<file path="src/rtl/acd_pkg.sv">
// ---------------------------------------------------------------------------
// Shared constants and types of the AC load diagnostic sequencer
// ---------------------------------------------------------------------------
package acd_pkg;

  // -------------------------------------------------------------------------
  // Register offsets
  // -------------------------------------------------------------------------
  localparam logic [7:0] ADDR_MODE_CFG = 8'h00; // Channel mode configuration
  localparam logic [7:0] ADDR_STATE_RPT = 8'h0c; // Channel state report
  localparam logic [7:0] ADDR_DIAG_EN = 8'h15; // AC diagnostic enables
  localparam logic [7:0] ADDR_LOOP_CTRL = 8'h16; // Loopback control
  localparam logic [7:0] ADDR_IMP_CH1 = 8'h17; // Impedance code, channel 1
  localparam logic [7:0] ADDR_IMP_CH2 = 8'h18; // Impedance code, channel 2
  localparam logic [7:0] ADDR_PHASE_HI = 8'h1b; // Phase, upper byte
  localparam logic [7:0] ADDR_PHASE_LO = 8'h1c; // Phase, lower byte
  localparam logic [7:0] ADDR_STIM_HI = 8'h1d; // Stimulus, upper byte
  localparam logic [7:0] ADDR_STIM_LO = 8'h1e; // Stimulus, lower byte

  // -------------------------------------------------------------------------
  // Field positions and reset values
  // -------------------------------------------------------------------------
  localparam int BIT_EN_CH1 = 3; // Channel 1 enable, also shared sense loop
  localparam int BIT_EN_CH2 = 2; // Channel 2 enable
  localparam int BIT_LOOPBACK = 7; // Phase reference loop enable
  localparam int BIT_PAIR_LO = 4; // Paralleled pair select, low bit
  localparam int BIT_PAIR_HI = 5; // Paralleled pair select, high bit
  localparam int RPT_DONE_LSB = 4; // Done flags start here in the report
  localparam logic [7:0] RST_MODE_CFG = 8'h00; // Mode configuration reset
  localparam logic [7:0] RST_DIAG_EN = 8'h00; // Enable register reset
  localparam logic [7:0] RST_LOOP_CTRL = 8'h00; // Loopback register reset
  localparam logic [7:0] RST_RESULT = 8'h00; // Result registers reset
  localparam logic [1:0] CH_FLOAT = 2'h0; // Report code: output floating
  localparam logic [1:0] CH_AC_DIAG = 2'h1; // Report code: AC diagnostic

  // -------------------------------------------------------------------------
  // Timing
  // -------------------------------------------------------------------------
  localparam int CLK_PERIOD_NS = 100; // System clock period
  localparam int RAMP_STEP_NS = 1000; // Least time per ramp step
  localparam int RAMP_STEP_CYC = (RAMP_STEP_NS + CLK_PERIOD_NS - 1) / CLK_PERIOD_NS;
  localparam logic [7:0] RAMP_STEP_LAST = 8'(RAMP_STEP_CYC - 1); // Last count of a step
  localparam logic [3:0] RAMP_TOP = 4'hf; // Full stimulus level
  localparam logic [3:0] RAMP_ZERO = 4'h0; // Silent stimulus level

  // -------------------------------------------------------------------------
  // Serial control port
  // -------------------------------------------------------------------------
  localparam logic [6:0] I2C_DEV_ADDR = 7'h2a; // Arbitrary device address
  localparam logic [3:0] I2C_BYTE_BITS = 4'h8; // Bits in one byte

  // -------------------------------------------------------------------------
  // Types
  // -------------------------------------------------------------------------
  typedef enum logic [1:0] {
    SEQ_IDLE = 2'b00,
    SEQ_RAMP_UP = 2'b01,
    SEQ_MEASURE = 2'b10,
    SEQ_RAMP_DOWN = 2'b11
  } acd_seq_e;

  typedef enum logic [2:0] {
    I2C_IDLE = 3'b000,
    I2C_ADDR = 3'b001,
    I2C_ACK = 3'b010,
    I2C_PTR = 3'b011,
    I2C_WR = 3'b100,
    I2C_RD = 3'b101,
    I2C_RACK = 3'b110
  } acd_i2c_e;

  typedef struct packed {
    logic valid; // One-cycle pulse: sense result ready
    logic [7:0] impedance; // Impedance code
    logic [15:0] phase; // Phase value
    logic [15:0] stimulus; // Stimulus value
  } acd_meas_s;

  typedef struct packed {
    logic en; // One-cycle write strobe
    logic [7:0] addr; // Register offset
    logic [7:0] data; // Write data
  } acd_wr_s;

endpackage

</file>
<file path="src/rtl/acd_i2c_slave.sv">
`timescale 1ns/100ps
`default_nettype none
module acd_i2c_slave
  import acd_pkg::*;
(
  input wire logic clk,
  input wire logic arst_n,
  input wire logic ce,
  input wire logic scl_in,
  input wire logic sda_in,
  output logic sda_out,
  output logic sda_oe,
  output acd_wr_s wr,
  output logic [7:0] rd_addr,
  input wire logic [7:0] rd_data
);

  // -------------------------------------------------------------------------
  // Pin synchronisers and edge detection
  // -------------------------------------------------------------------------
  logic [2:0] scl_q; // Stage 0 feeds stage 1 only
  logic [2:0] sda_q; // Stage 0 feeds stage 1 only
  acd_i2c_e state; // Protocol state
  acd_i2c_e after_ack; // State entered after an acknowledge
  logic [3:0] bit_cnt; // Bits taken in this byte
  logic [7:0] shreg; // Shift register
  logic [7:0] ptr; // Register pointer, auto increments

  // Two flops per pin, a third for edge history
  always_ff @(posedge clk or negedge arst_n) begin
    if (!arst_n) begin
      scl_q <= 3'h7;
      sda_q <= 3'h7;
    end else if (ce) begin
      scl_q <= {scl_q[1:0], scl_in};
      sda_q <= {sda_q[1:0], sda_in};
    end
  end

  wire scl_rise = scl_q[1] & ~scl_q[2];
  wire scl_fall = ~scl_q[1] & scl_q[2];
  wire start_cond = scl_q[1] & scl_q[2] & ~sda_q[1] & sda_q[2];
  wire stop_cond = scl_q[1] & scl_q[2] & sda_q[1] & ~sda_q[2];
  assign rd_addr = ptr;

  // -------------------------------------------------------------------------
  // Protocol engine
  // -------------------------------------------------------------------------
  // Data is taken on rising clock, driven after falling clock
  always_ff @(posedge clk or negedge arst_n) begin
    if (!arst_n) begin
      state <= I2C_IDLE;
      after_ack <= I2C_IDLE;
      bit_cnt <= 4'h0;
      shreg <= 8'h00;
      ptr <= 8'h00;
      sda_out <= 1'b0;
      sda_oe <= 1'b0;
      wr <= '0;
    end else if (ce) begin
      wr.en <= 1'b0;
      sda_out <= 1'b0;
      if (start_cond) begin
        // Start or repeated start
        state <= I2C_ADDR;
        bit_cnt <= 4'h0;
        sda_oe <= 1'b0;
      end else if (stop_cond) begin
        // Stop releases the line
        state <= I2C_IDLE;
        sda_oe <= 1'b0;
      end else if (scl_rise) begin
        if (state == I2C_RACK) begin
          // Master nack ends the read, ack asks for more
          state <= sda_q[1] ? I2C_IDLE : I2C_ACK;
          after_ack <= I2C_RD;
        end else if (state != I2C_IDLE && state != I2C_ACK) begin
          bit_cnt <= bit_cnt + 4'h1;
          if (state != I2C_RD) begin
            shreg <= {shreg[6:0], sda_q[1]};
          end
        end
      end else if (scl_fall) begin
        case (state)
          I2C_ADDR: begin
            if (bit_cnt == I2C_BYTE_BITS) begin
              if (shreg[7:1] == I2C_DEV_ADDR) begin
                sda_oe <= 1'b1;
                state <= I2C_ACK;
                after_ack <= shreg[0] ? I2C_RD : I2C_PTR;
              end else begin
                state <= I2C_IDLE;
              end
            end
          end
          I2C_PTR: begin
            if (bit_cnt == I2C_BYTE_BITS) begin
              ptr <= shreg;
              sda_oe <= 1'b1;
              state <= I2C_ACK;
              after_ack <= I2C_WR;
            end
          end
          I2C_WR: begin
            if (bit_cnt == I2C_BYTE_BITS) begin
              wr <= '{en: 1'b1, addr: ptr, data: shreg};
              ptr <= ptr + 8'h01;
              sda_oe <= 1'b1;
              state <= I2C_ACK;
            end
          end
          I2C_ACK: begin
            bit_cnt <= 4'h0;
            state <= after_ack;
            if (after_ack == I2C_RD) begin
              // Load the byte at the pointer and drive its first bit
              shreg <= rd_data;
              ptr <= ptr + 8'h01;
              sda_oe <= ~rd_data[7];
            end else begin
              sda_oe <= 1'b0;
            end
          end
          I2C_RD: begin
            if (bit_cnt == I2C_BYTE_BITS) begin
              sda_oe <= 1'b0;
              state <= I2C_RACK;
            end else begin
              sda_oe <= ~shreg[3'(4'h7 - bit_cnt)];
            end
          end
          default: begin
          end
        endcase
      end
    end
  end

endmodule // acd_i2c_slave
`default_nettype wire

</file>
<file path="src/rtl/acd_ac_load_diag_sequencer.sv">
// Operation
// Run only while external stimulus is present (code checks it only at start; a run in progress continues without it)
// Host tests one channel at a time
// Host floats channels before magnitude test
// Host feeds full-scale 10-20 kHz tone
// Device ramps stimulus up and down itself
// Enable bits 3, 2 start channels 1, 2
// Impedance codes stored per channel
// Channel returns to floating, report shows it
// Host scales code by 2.371 mV
// Loopback bit 7 captures phase reference
// Host uses 19 kHz, shared channel 1 loop
// Phase reported as two bytes
// Host clears bit 3 after reading
// Pair bits select bridge or paralleled
// Stimulus value reported during load measurement
// Host measures load phase per channel
// Host computes phase from three values
// Gain 4 code scaling, host side
// Gain 1 code scaling, host side
// Results hold until next run
`timescale 1ns/100ps
`default_nettype none
module acd_ac_load_diag_sequencer
  import acd_pkg::*;
(
  input wire logic SYS_CLK,
  input wire logic ARST_N,
  input wire logic CE,
  input wire logic SCL_IN,
  input wire logic SDA_IN,
  output logic SDA_OUT,
  output logic SDA_OE,
  input wire logic STIM_PRESENT,
  input wire acd_meas_s MEAS,
  output logic [3:0] STIM_GAIN,
  output logic MEAS_REQ,
  output logic [1:0] DIAG_CH,
  output logic LOOP_EN,
  output logic SENSE_LOOP_CH1,
  output logic PAIR_PARALLEL
);

  // -------------------------------------------------------------------------
  // Declarations
  // -------------------------------------------------------------------------
  acd_wr_s wr; // Register write strobe from the serial port
  logic [7:0] rd_addr; // Register read pointer
  logic [7:0] rd_data; // Register read data
  logic [7:0] mode_cfg; // Channel mode configuration
  logic [7:0] diag_en; // AC diagnostic enables
  logic [7:0] loop_ctrl; // Loopback control
  logic [7:0] imp [2]; // Impedance code per channel
  logic [15:0] phase; // Last phase result
  logic [15:0] stimulus; // Last load-mode stimulus result
  logic [1:0] ch_code [2]; // Reported state per channel
  logic [1:0] done; // Sticky run-complete flags
  logic [1:0] en_ch; // Effective channel enables
  logic [1:0] en_q; // Enables one cycle ago
  logic [1:0] pend; // Channel waiting for a run
  acd_seq_e state; // Sequencer state
  logic cur_ch; // Channel under test
  logic [7:0] step_cnt; // Cycles within a ramp step
  wire paralleled = mode_cfg[BIT_PAIR_HI] & mode_cfg[BIT_PAIR_LO];
  wire step_tick = CE && (step_cnt == RAMP_STEP_LAST);
  wire start = CE && (state == SEQ_IDLE) && (|pend) && STIM_PRESENT;
  wire next_ch = ~pend[0];
  wire capture = CE && (state == SEQ_MEASURE) && MEAS.valid;
  wire seq_done = step_tick && (state == SEQ_RAMP_DOWN) && (STIM_GAIN == RAMP_ZERO);

  // -------------------------------------------------------------------------
  // Serial control port
  // -------------------------------------------------------------------------
  acd_i2c_slave u_i2c (
    .clk(SYS_CLK),
    .arst_n(ARST_N),
    .ce(CE),
    .scl_in(SCL_IN),
    .sda_in(SDA_IN),
    .sda_out(SDA_OUT),
    .sda_oe(SDA_OE),
    .wr(wr),
    .rd_addr(rd_addr),
    .rd_data(rd_data)
  );

  // -------------------------------------------------------------------------
  // Control registers
  // -------------------------------------------------------------------------
  // Writable registers, decoded by offset
  always_ff @(posedge SYS_CLK or negedge ARST_N) begin
    if (!ARST_N) begin
      mode_cfg <= RST_MODE_CFG;
      diag_en <= RST_DIAG_EN;
      loop_ctrl <= RST_LOOP_CTRL;
    end else if (CE && wr.en) begin
      if (wr.addr == ADDR_MODE_CFG) begin
        mode_cfg <= wr.data;
      end else if (wr.addr == ADDR_DIAG_EN) begin
        diag_en <= wr.data;
      end else if (wr.addr == ADDR_LOOP_CTRL) begin
        loop_ctrl <= wr.data;
      end
    end
  end

  // Control bits driven to the analog path
  always_ff @(posedge SYS_CLK or negedge ARST_N) begin
    if (!ARST_N) begin
      LOOP_EN <= 1'b0;
      SENSE_LOOP_CH1 <= 1'b0;
      PAIR_PARALLEL <= 1'b0;
    end else if (CE) begin
      LOOP_EN <= loop_ctrl[BIT_LOOPBACK];
      SENSE_LOOP_CH1 <= diag_en[BIT_EN_CH1];
      PAIR_PARALLEL <= paralleled;
    end
  end

  // In paralleled mode only channel 1 may be tested
  assign en_ch[0] = diag_en[BIT_EN_CH1];
  assign en_ch[1] = diag_en[BIT_EN_CH2] & ~paralleled;

  // -------------------------------------------------------------------------
  // Per-channel request, result and report state
  // -------------------------------------------------------------------------
  for (genvar g = 0; g < 2; g++) begin : g_ch
    // A rising enable queues one run; dropping it cancels the request
    always_ff @(posedge SYS_CLK or negedge ARST_N) begin
      if (!ARST_N) begin
        en_q[g] <= 1'b0;
        pend[g] <= 1'b0;
      end else if (CE) begin
        en_q[g] <= en_ch[g];
        if (en_ch[g] && !en_q[g]) begin
          pend[g] <= 1'b1;
        end else if (!en_ch[g] || (start && (next_ch == 1'(g)))) begin
          pend[g] <= 1'b0;
        end
      end
    end

    // Impedance code is written only by this channel's capture
    always_ff @(posedge SYS_CLK or negedge ARST_N) begin
      if (!ARST_N) begin
        imp[g] <= RST_RESULT;
      end else if (capture && (cur_ch == 1'(g))) begin
        imp[g] <= MEAS.impedance;
      end
    end

    // Reported state and sticky done flag
    always_ff @(posedge SYS_CLK or negedge ARST_N) begin
      if (!ARST_N) begin
        ch_code[g] <= CH_FLOAT;
        done[g] <= 1'b0;
      end else if (start && (next_ch == 1'(g))) begin
        ch_code[g] <= CH_AC_DIAG;
        done[g] <= 1'b0;
      end else if (seq_done && (cur_ch == 1'(g))) begin
        ch_code[g] <= CH_FLOAT;
        done[g] <= 1'b1;
      end
    end
  end

  // -------------------------------------------------------------------------
  // Diagnostic sequencer
  // -------------------------------------------------------------------------
  // Ramp up, take one sense result, ramp down, back to floating
  always_ff @(posedge SYS_CLK or negedge ARST_N) begin
    if (!ARST_N) begin
      state <= SEQ_IDLE;
      cur_ch <= 1'b0;
      step_cnt <= 8'h00;
      STIM_GAIN <= RAMP_ZERO;
    end else if (CE) begin
      case (state)
        SEQ_IDLE: begin
          // Waits for both a request and an external tone
          if (start) begin
            state <= SEQ_RAMP_UP;
            cur_ch <= next_ch;
            step_cnt <= 8'h00;
            STIM_GAIN <= RAMP_ZERO;
          end
        end
        SEQ_RAMP_UP: begin
          if (step_tick) begin
            step_cnt <= 8'h00;
            if (STIM_GAIN == RAMP_TOP) begin
              state <= SEQ_MEASURE;
            end else begin
              STIM_GAIN <= STIM_GAIN + 4'h1;
            end
          end else begin
            step_cnt <= step_cnt + 8'h01;
          end
        end
        SEQ_MEASURE: begin
          // Holds full level until the sense path answers
          if (MEAS.valid) begin
            state <= SEQ_RAMP_DOWN;
            step_cnt <= 8'h00;
          end
        end
        SEQ_RAMP_DOWN: begin
          if (step_tick) begin
            step_cnt <= 8'h00;
            if (STIM_GAIN == RAMP_ZERO) begin
              state <= SEQ_IDLE;
            end else begin
              STIM_GAIN <= STIM_GAIN - 4'h1;
            end
          end else begin
            step_cnt <= step_cnt + 8'h01;
          end
        end
        default: begin
          state <= SEQ_IDLE;
        end
      endcase
    end
  end

  // Measurement request and active channel outputs
  always_ff @(posedge SYS_CLK or negedge ARST_N) begin
    if (!ARST_N) begin
      MEAS_REQ <= 1'b0;
      DIAG_CH <= 2'b00;
    end else if (CE) begin
      if (start) begin
        DIAG_CH <= next_ch ? 2'b10 : 2'b01;
      end else if (seq_done) begin
        DIAG_CH <= 2'b00;
      end
      if (capture) begin
        MEAS_REQ <= 1'b0;
      end else if (state == SEQ_RAMP_UP && step_tick && STIM_GAIN == RAMP_TOP) begin
        MEAS_REQ <= 1'b1;
      end
    end
  end

  // Shared phase and stimulus results
  always_ff @(posedge SYS_CLK or negedge ARST_N) begin
    if (!ARST_N) begin
      phase <= {RST_RESULT, RST_RESULT};
      stimulus <= {RST_RESULT, RST_RESULT};
    end else if (capture) begin
      phase <= MEAS.phase;
      if (!loop_ctrl[BIT_LOOPBACK]) begin
        stimulus <= MEAS.stimulus;
      end
    end
  end

  // -------------------------------------------------------------------------
  // Register read decode
  // -------------------------------------------------------------------------
  always_comb begin
    if (rd_addr == ADDR_MODE_CFG) begin
      rd_data = mode_cfg;
    end else if (rd_addr == ADDR_STATE_RPT) begin
      rd_data = {2'b00, done, ch_code[1], ch_code[0]};
    end else if (rd_addr == ADDR_DIAG_EN) begin
      rd_data = diag_en;
    end else if (rd_addr == ADDR_LOOP_CTRL) begin
      rd_data = loop_ctrl;
    end else if (rd_addr == ADDR_IMP_CH1) begin
      rd_data = imp[0];
    end else if (rd_addr == ADDR_IMP_CH2) begin
      rd_data = imp[1];
    end else if (rd_addr == ADDR_PHASE_HI) begin
      rd_data = phase[15:8];
    end else if (rd_addr == ADDR_PHASE_LO) begin
      rd_data = phase[7:0];
    end else if (rd_addr == ADDR_STIM_HI) begin
      rd_data = stimulus[15:8];
    end else if (rd_addr == ADDR_STIM_LO) begin
      rd_data = stimulus[7:0];
    end else begin
      rd_data = 8'h00;
    end
  end
endmodule // acd_ac_load_diag_sequencer
`default_nettype wire

</file>
<file path="config.mk">
export PLATFORM = sky130hd
export DESIGN_NAME = acd_ac_load_diag_sequencer
export DESIGN_NICKNAME = d
export VERILOG_FILES = /design/src/rtl/acd_pkg.sv /design/src/rtl/acd_i2c_slave.sv /design/src/rtl/acd_ac_load_diag_sequencer.sv
export SDC_FILE = /design/constraint.sdc
export NUM_CORES = 1
export LEC_CHECK = 0
export ABC_CLOCK_PERIOD_IN_PS = 3540
export BUFFER_PORTS_ARGS = -buffer_cell sky130_fd_sc_hd__clkbuf_2
export CORE_UTILIZATION = 60
export DETAILED_ROUTE_END_ITERATION = 7
export PLACE_DENSITY = 0.82
export SLEW_MARGIN = 15
export SYNTH_ARGS = -nofsm -noshare
export SYNTH_HDL_FRONTEND = slang
export SYNTH_HIERARCHICAL = 1
export SYNTH_SLANG_ARGS = --single-unit
</file>
<file path="constraint.sdc">
create_clock -name SYS_CLK -period 3.54 [get_ports SYS_CLK]
set_clock_uncertainty 0.15 [all_clocks]
set_input_delay 0.354 -clock SYS_CLK [delete_from_list [all_inputs] [get_ports SYS_CLK]]
set_output_delay 0.354 -clock SYS_CLK [all_outputs]
set_load 0.005 [all_outputs]
</file>
==> out/results.tsv <==
metric	value	unit
CP max stage delay	650	ps
Hold Path Depth	2	
RSZ-0062 raised after global routing	false	
first-pass GRT wire length	33350	um
crit path time final	2732	ps
layout cells sized above 1	29.20	%
most frequent cell after synthesis	dfrtp_1	
Req. time, crit path	3750	ps
hold path start	MEAS[16]	
VDD IR-drop max	0.3652	mV
Mean Syn Cell Area	11.02	sq um
Hold Fails Final Rpt	0	
# rows	42	
number of filler instances in the final layout	986	
detailed placer's ending HPWL	14280	um
Reg2Reg Depth	8	
period utilization	77.17	%
H-tree levels	4	
Finish-stage setup viols	0	
Final Non-Filler Cells	991	
Ys Warns	6	
CP Max Fanout	19	
Mapped Cells	739	
post-route ant nets	0	
CP max-delay cell	dfrtp_1	
Setup TNS Final	0	ps
total global-route track usage	31.01	%
Hold Path End	phase[0]$_DFFE_PN0P_	
largest net degree at the start of global routing	87	
clock transition at the registers of the reported paths	60	ps
Post-Syn Area	8140	sq um
critical path class	reg2reg	
Die ar.	14040	sq um
Slew Limit Headroom	36.51	%
Data arrival, critical path	2940	ps
R2R setup slack	810	ps
most used flip-flop cell after synthesis	dfrtp_1	
register area share after synthesis	46.20	%
Remaining DRCs	0	
register area	3761	sq um
Congestion Overflow GR	0	
RD Place Congestion	0.9269	
core area	13240	sq um
Max-Cap Viols	0	
Fmax achieved	0.3661	GHz
Routed WL	20630	um
Chip Height	118.5	um
Worst R2R End	u_i2c/sda_oe$_DFFE_PN0P_	
status	complete, no violations	
via count	6395	
Crit. End Element	register	
Vias/cell	6.453	
post-synth top area share	44.27	%
final slew viol count	0	
Port-buffer cells	57	
vias in the first global route	6258	
area of the multi-input gates	4076	sq um
clk sink count	150	
# diodes	0	
Worst-Margin Slew	947.1	ps
cell taking the most area after synthesis	dfrtp_1	
unique cell type count in the Yosys netlist	84	
placed insts	948	
clock root buffer	clkbuf_16	
CP Cell Sequence	nor2_1 > nand3_2 > o21ai_0 > a21oi_1 > a221o_1 > o31ai_1 > o311ai_0 > mux2i_1	
drt first pass iters	5	
Min-Delay Path Class	in2reg	
CTS tree	built	
Starting DRT DRC Count	552	
synth cell count leaders	dfrtp_1, mux2_2, nand2_1, o21ai_0, a21oi_1	
Initial Utilization	61.47	%
flop and latch count out of synthesis	150	
leakage	4.300	nW
Power Density	516.1	nW/um^2
Bufs on Longest Clock Path	2	
Post-synth EDFFs	0	
Setup crit start kind	register	
Worst R2R Start	u_i2c/rd_addr[1]$_DFFE_PN0P_	
Util after Layout	69.62	%
antenna violations before repair	0	
synth top area cells	dfrtp_1, mux2_2, mux2_4	
Synth async-reset ratio	100.0	%
Layout Nets	864	
die width	118.5	um
# IOs	59	
Area growth, synth to finish	13.26	%
Worst-Skew Late Latency	430	ps
routed len/inst	20.81	um
CTS Buf Count	17	
Synth Net Count	801	
## kinds of logic (layout without fill, tap and decap cells)
kind of cell | count (synthesis) | count (layout) | synth area share (%)
other | 1 | 1 | 0.04607
muxes | 122 | 122 | 17.61
buffers and inverters | 58 | 134 | 3.720
xor gates and xnor gates | 7 | 7 | 0.7532
adders and majority gates | 15 | 15 | 2.398
AOI/OAI and AO/OA | 172 | 172 | 14.37
and+or+nand+nor | 214 | 214 | 14.89
DFF | 150 | 150 | 46.20
## state kept, by name (all words and copies together), names as in the netlist, 8 cells and up
name           cells
loop_ctrl          8
imp               16
u_i2c/shreg        8
mode_cfg           8
phase             16
u_i2c/rd_addr      8
diag_en            8
stimulus          16
u_i2c/wr          17
step_cnt           8
## where the power goes
part           switching (W)  total, W  internal [W]
sequential          0.000277   0.00213       0.00186
combinational       0.000475  0.000858      0.000383
clock               0.000754   0.00177       0.00101
## cell type report
class	count	share of cell area, %
multi-input combinational	531	44.21
sequential	150	40.79
timing repair buffer	83	5.577
clock buffer	19	4.912
tap	176	2.388
clock inverter	13	1.343
inverter	19	0.7735
## worst max-delay path by stage
stage | start | end | slack [ps] | depth (start not counted)
global route | u_i2c/rd_addr[1]$_DFFE_PN0P_ | u_i2c/sda_oe$_DFFE_PN0P_ | 540 | 8
global placement | u_i2c/rd_addr[1]$_DFFE_PN0P_ | u_i2c/sda_oe$_DFFE_PN0P_ | 860 | 8
finish | u_i2c/rd_addr[1]$_DFFE_PN0P_ | u_i2c/sda_oe$_DFFE_PN0P_ | 810 | 8
CTS | u_i2c/rd_addr[1]$_DFFE_PN0P_ | u_i2c/sda_oe$_DFFE_PN0P_ | 810 | 8
detailed placement | CE | stimulus[11]$_DFFE_PN0P_ | 740 | 4
floorplan | u_i2c/rd_addr[5]$_DFFE_PN0P_ | u_i2c/sda_oe$_DFFE_PN0P_ | 1160 | 8
## repair_timing
item | 4_1_cts | 5_1_grt
endpoints found under the hold margin | 87 | 0
resized for setup | 0 | 0
hold buffers | 11 | 0
buffers inserted | 0 | 0
## worst max-delay path: cells and delay by family, from the launching register on
family             cells  cell delay (ps)
AOI/OAI and AO/OA      5             1000
and+or+nand+nor        2              710
muxes                  1              140
DFF                    1              650
## layout by cell type, fill, tap and decap left out, types with 5 or more instances in the layout
| master | Yosys | final |
|---|---|---|
| a21o_1 | 6 | 6 |
| a21oi_1 | 39 | 39 |
| a22o_1 | 6 | 6 |
| a22oi_1 | 6 | 6 |
| a31oi_1 | 7 | 7 |
| and2_1 | 5 | 5 |
| buf_4 | 4 | 15 |
| clkbuf_16 | 0 | 17 |
| clkbuf_2 | 1 | 56 |
| dfrtp_1 | 144 | 144 |
| dfstp_2 | 6 | 6 |
| dlygate4sd3_1 | 0 | 11 |
| ha_1 | 14 | 14 |
| inv_1 | 19 | 19 |
| mux2_2 | 82 | 82 |
| mux2_4 | 17 | 17 |
| mux2i_1 | 21 | 21 |
| nand2_1 | 56 | 56 |
| nand2b_1 | 8 | 8 |
| nand3_1 | 22 | 22 |
| nand4_1 | 5 | 5 |
| nor2_1 | 38 | 38 |
| nor2b_1 | 12 | 12 |
| nor3_1 | 15 | 15 |
| o21ai_0 | 44 | 44 |
| o221ai_1 | 5 | 5 |
| o22ai_1 | 8 | 8 |
| o31ai_1 | 5 | 5 |
| or3_1 | 5 | 5 |
| xnor2_1 | 5 | 5 |
## metal layers
metal	part of all wire, %	GRT usage (%)
met2	48	48.93
met4	2.2	11.79
met1	44	42.46
met3	5.8	6.226
met5	0	0
## through the flow
step	area, sq um	hold WS [ps]	setup WS [ps]	total power [W]
finish	9220	8.835	808.3	0.004758
global route	9220	1.300	540.3	0.004959
CTS	9220	0.3355	806.0	0.004751
detailed placement	8533	313.0	736.7	0.002977
global placement	8533	305.2	855.3	0.002932
floorplan	8140	-91.59	1158	0.002718
(Power assumes the default switching activity.)
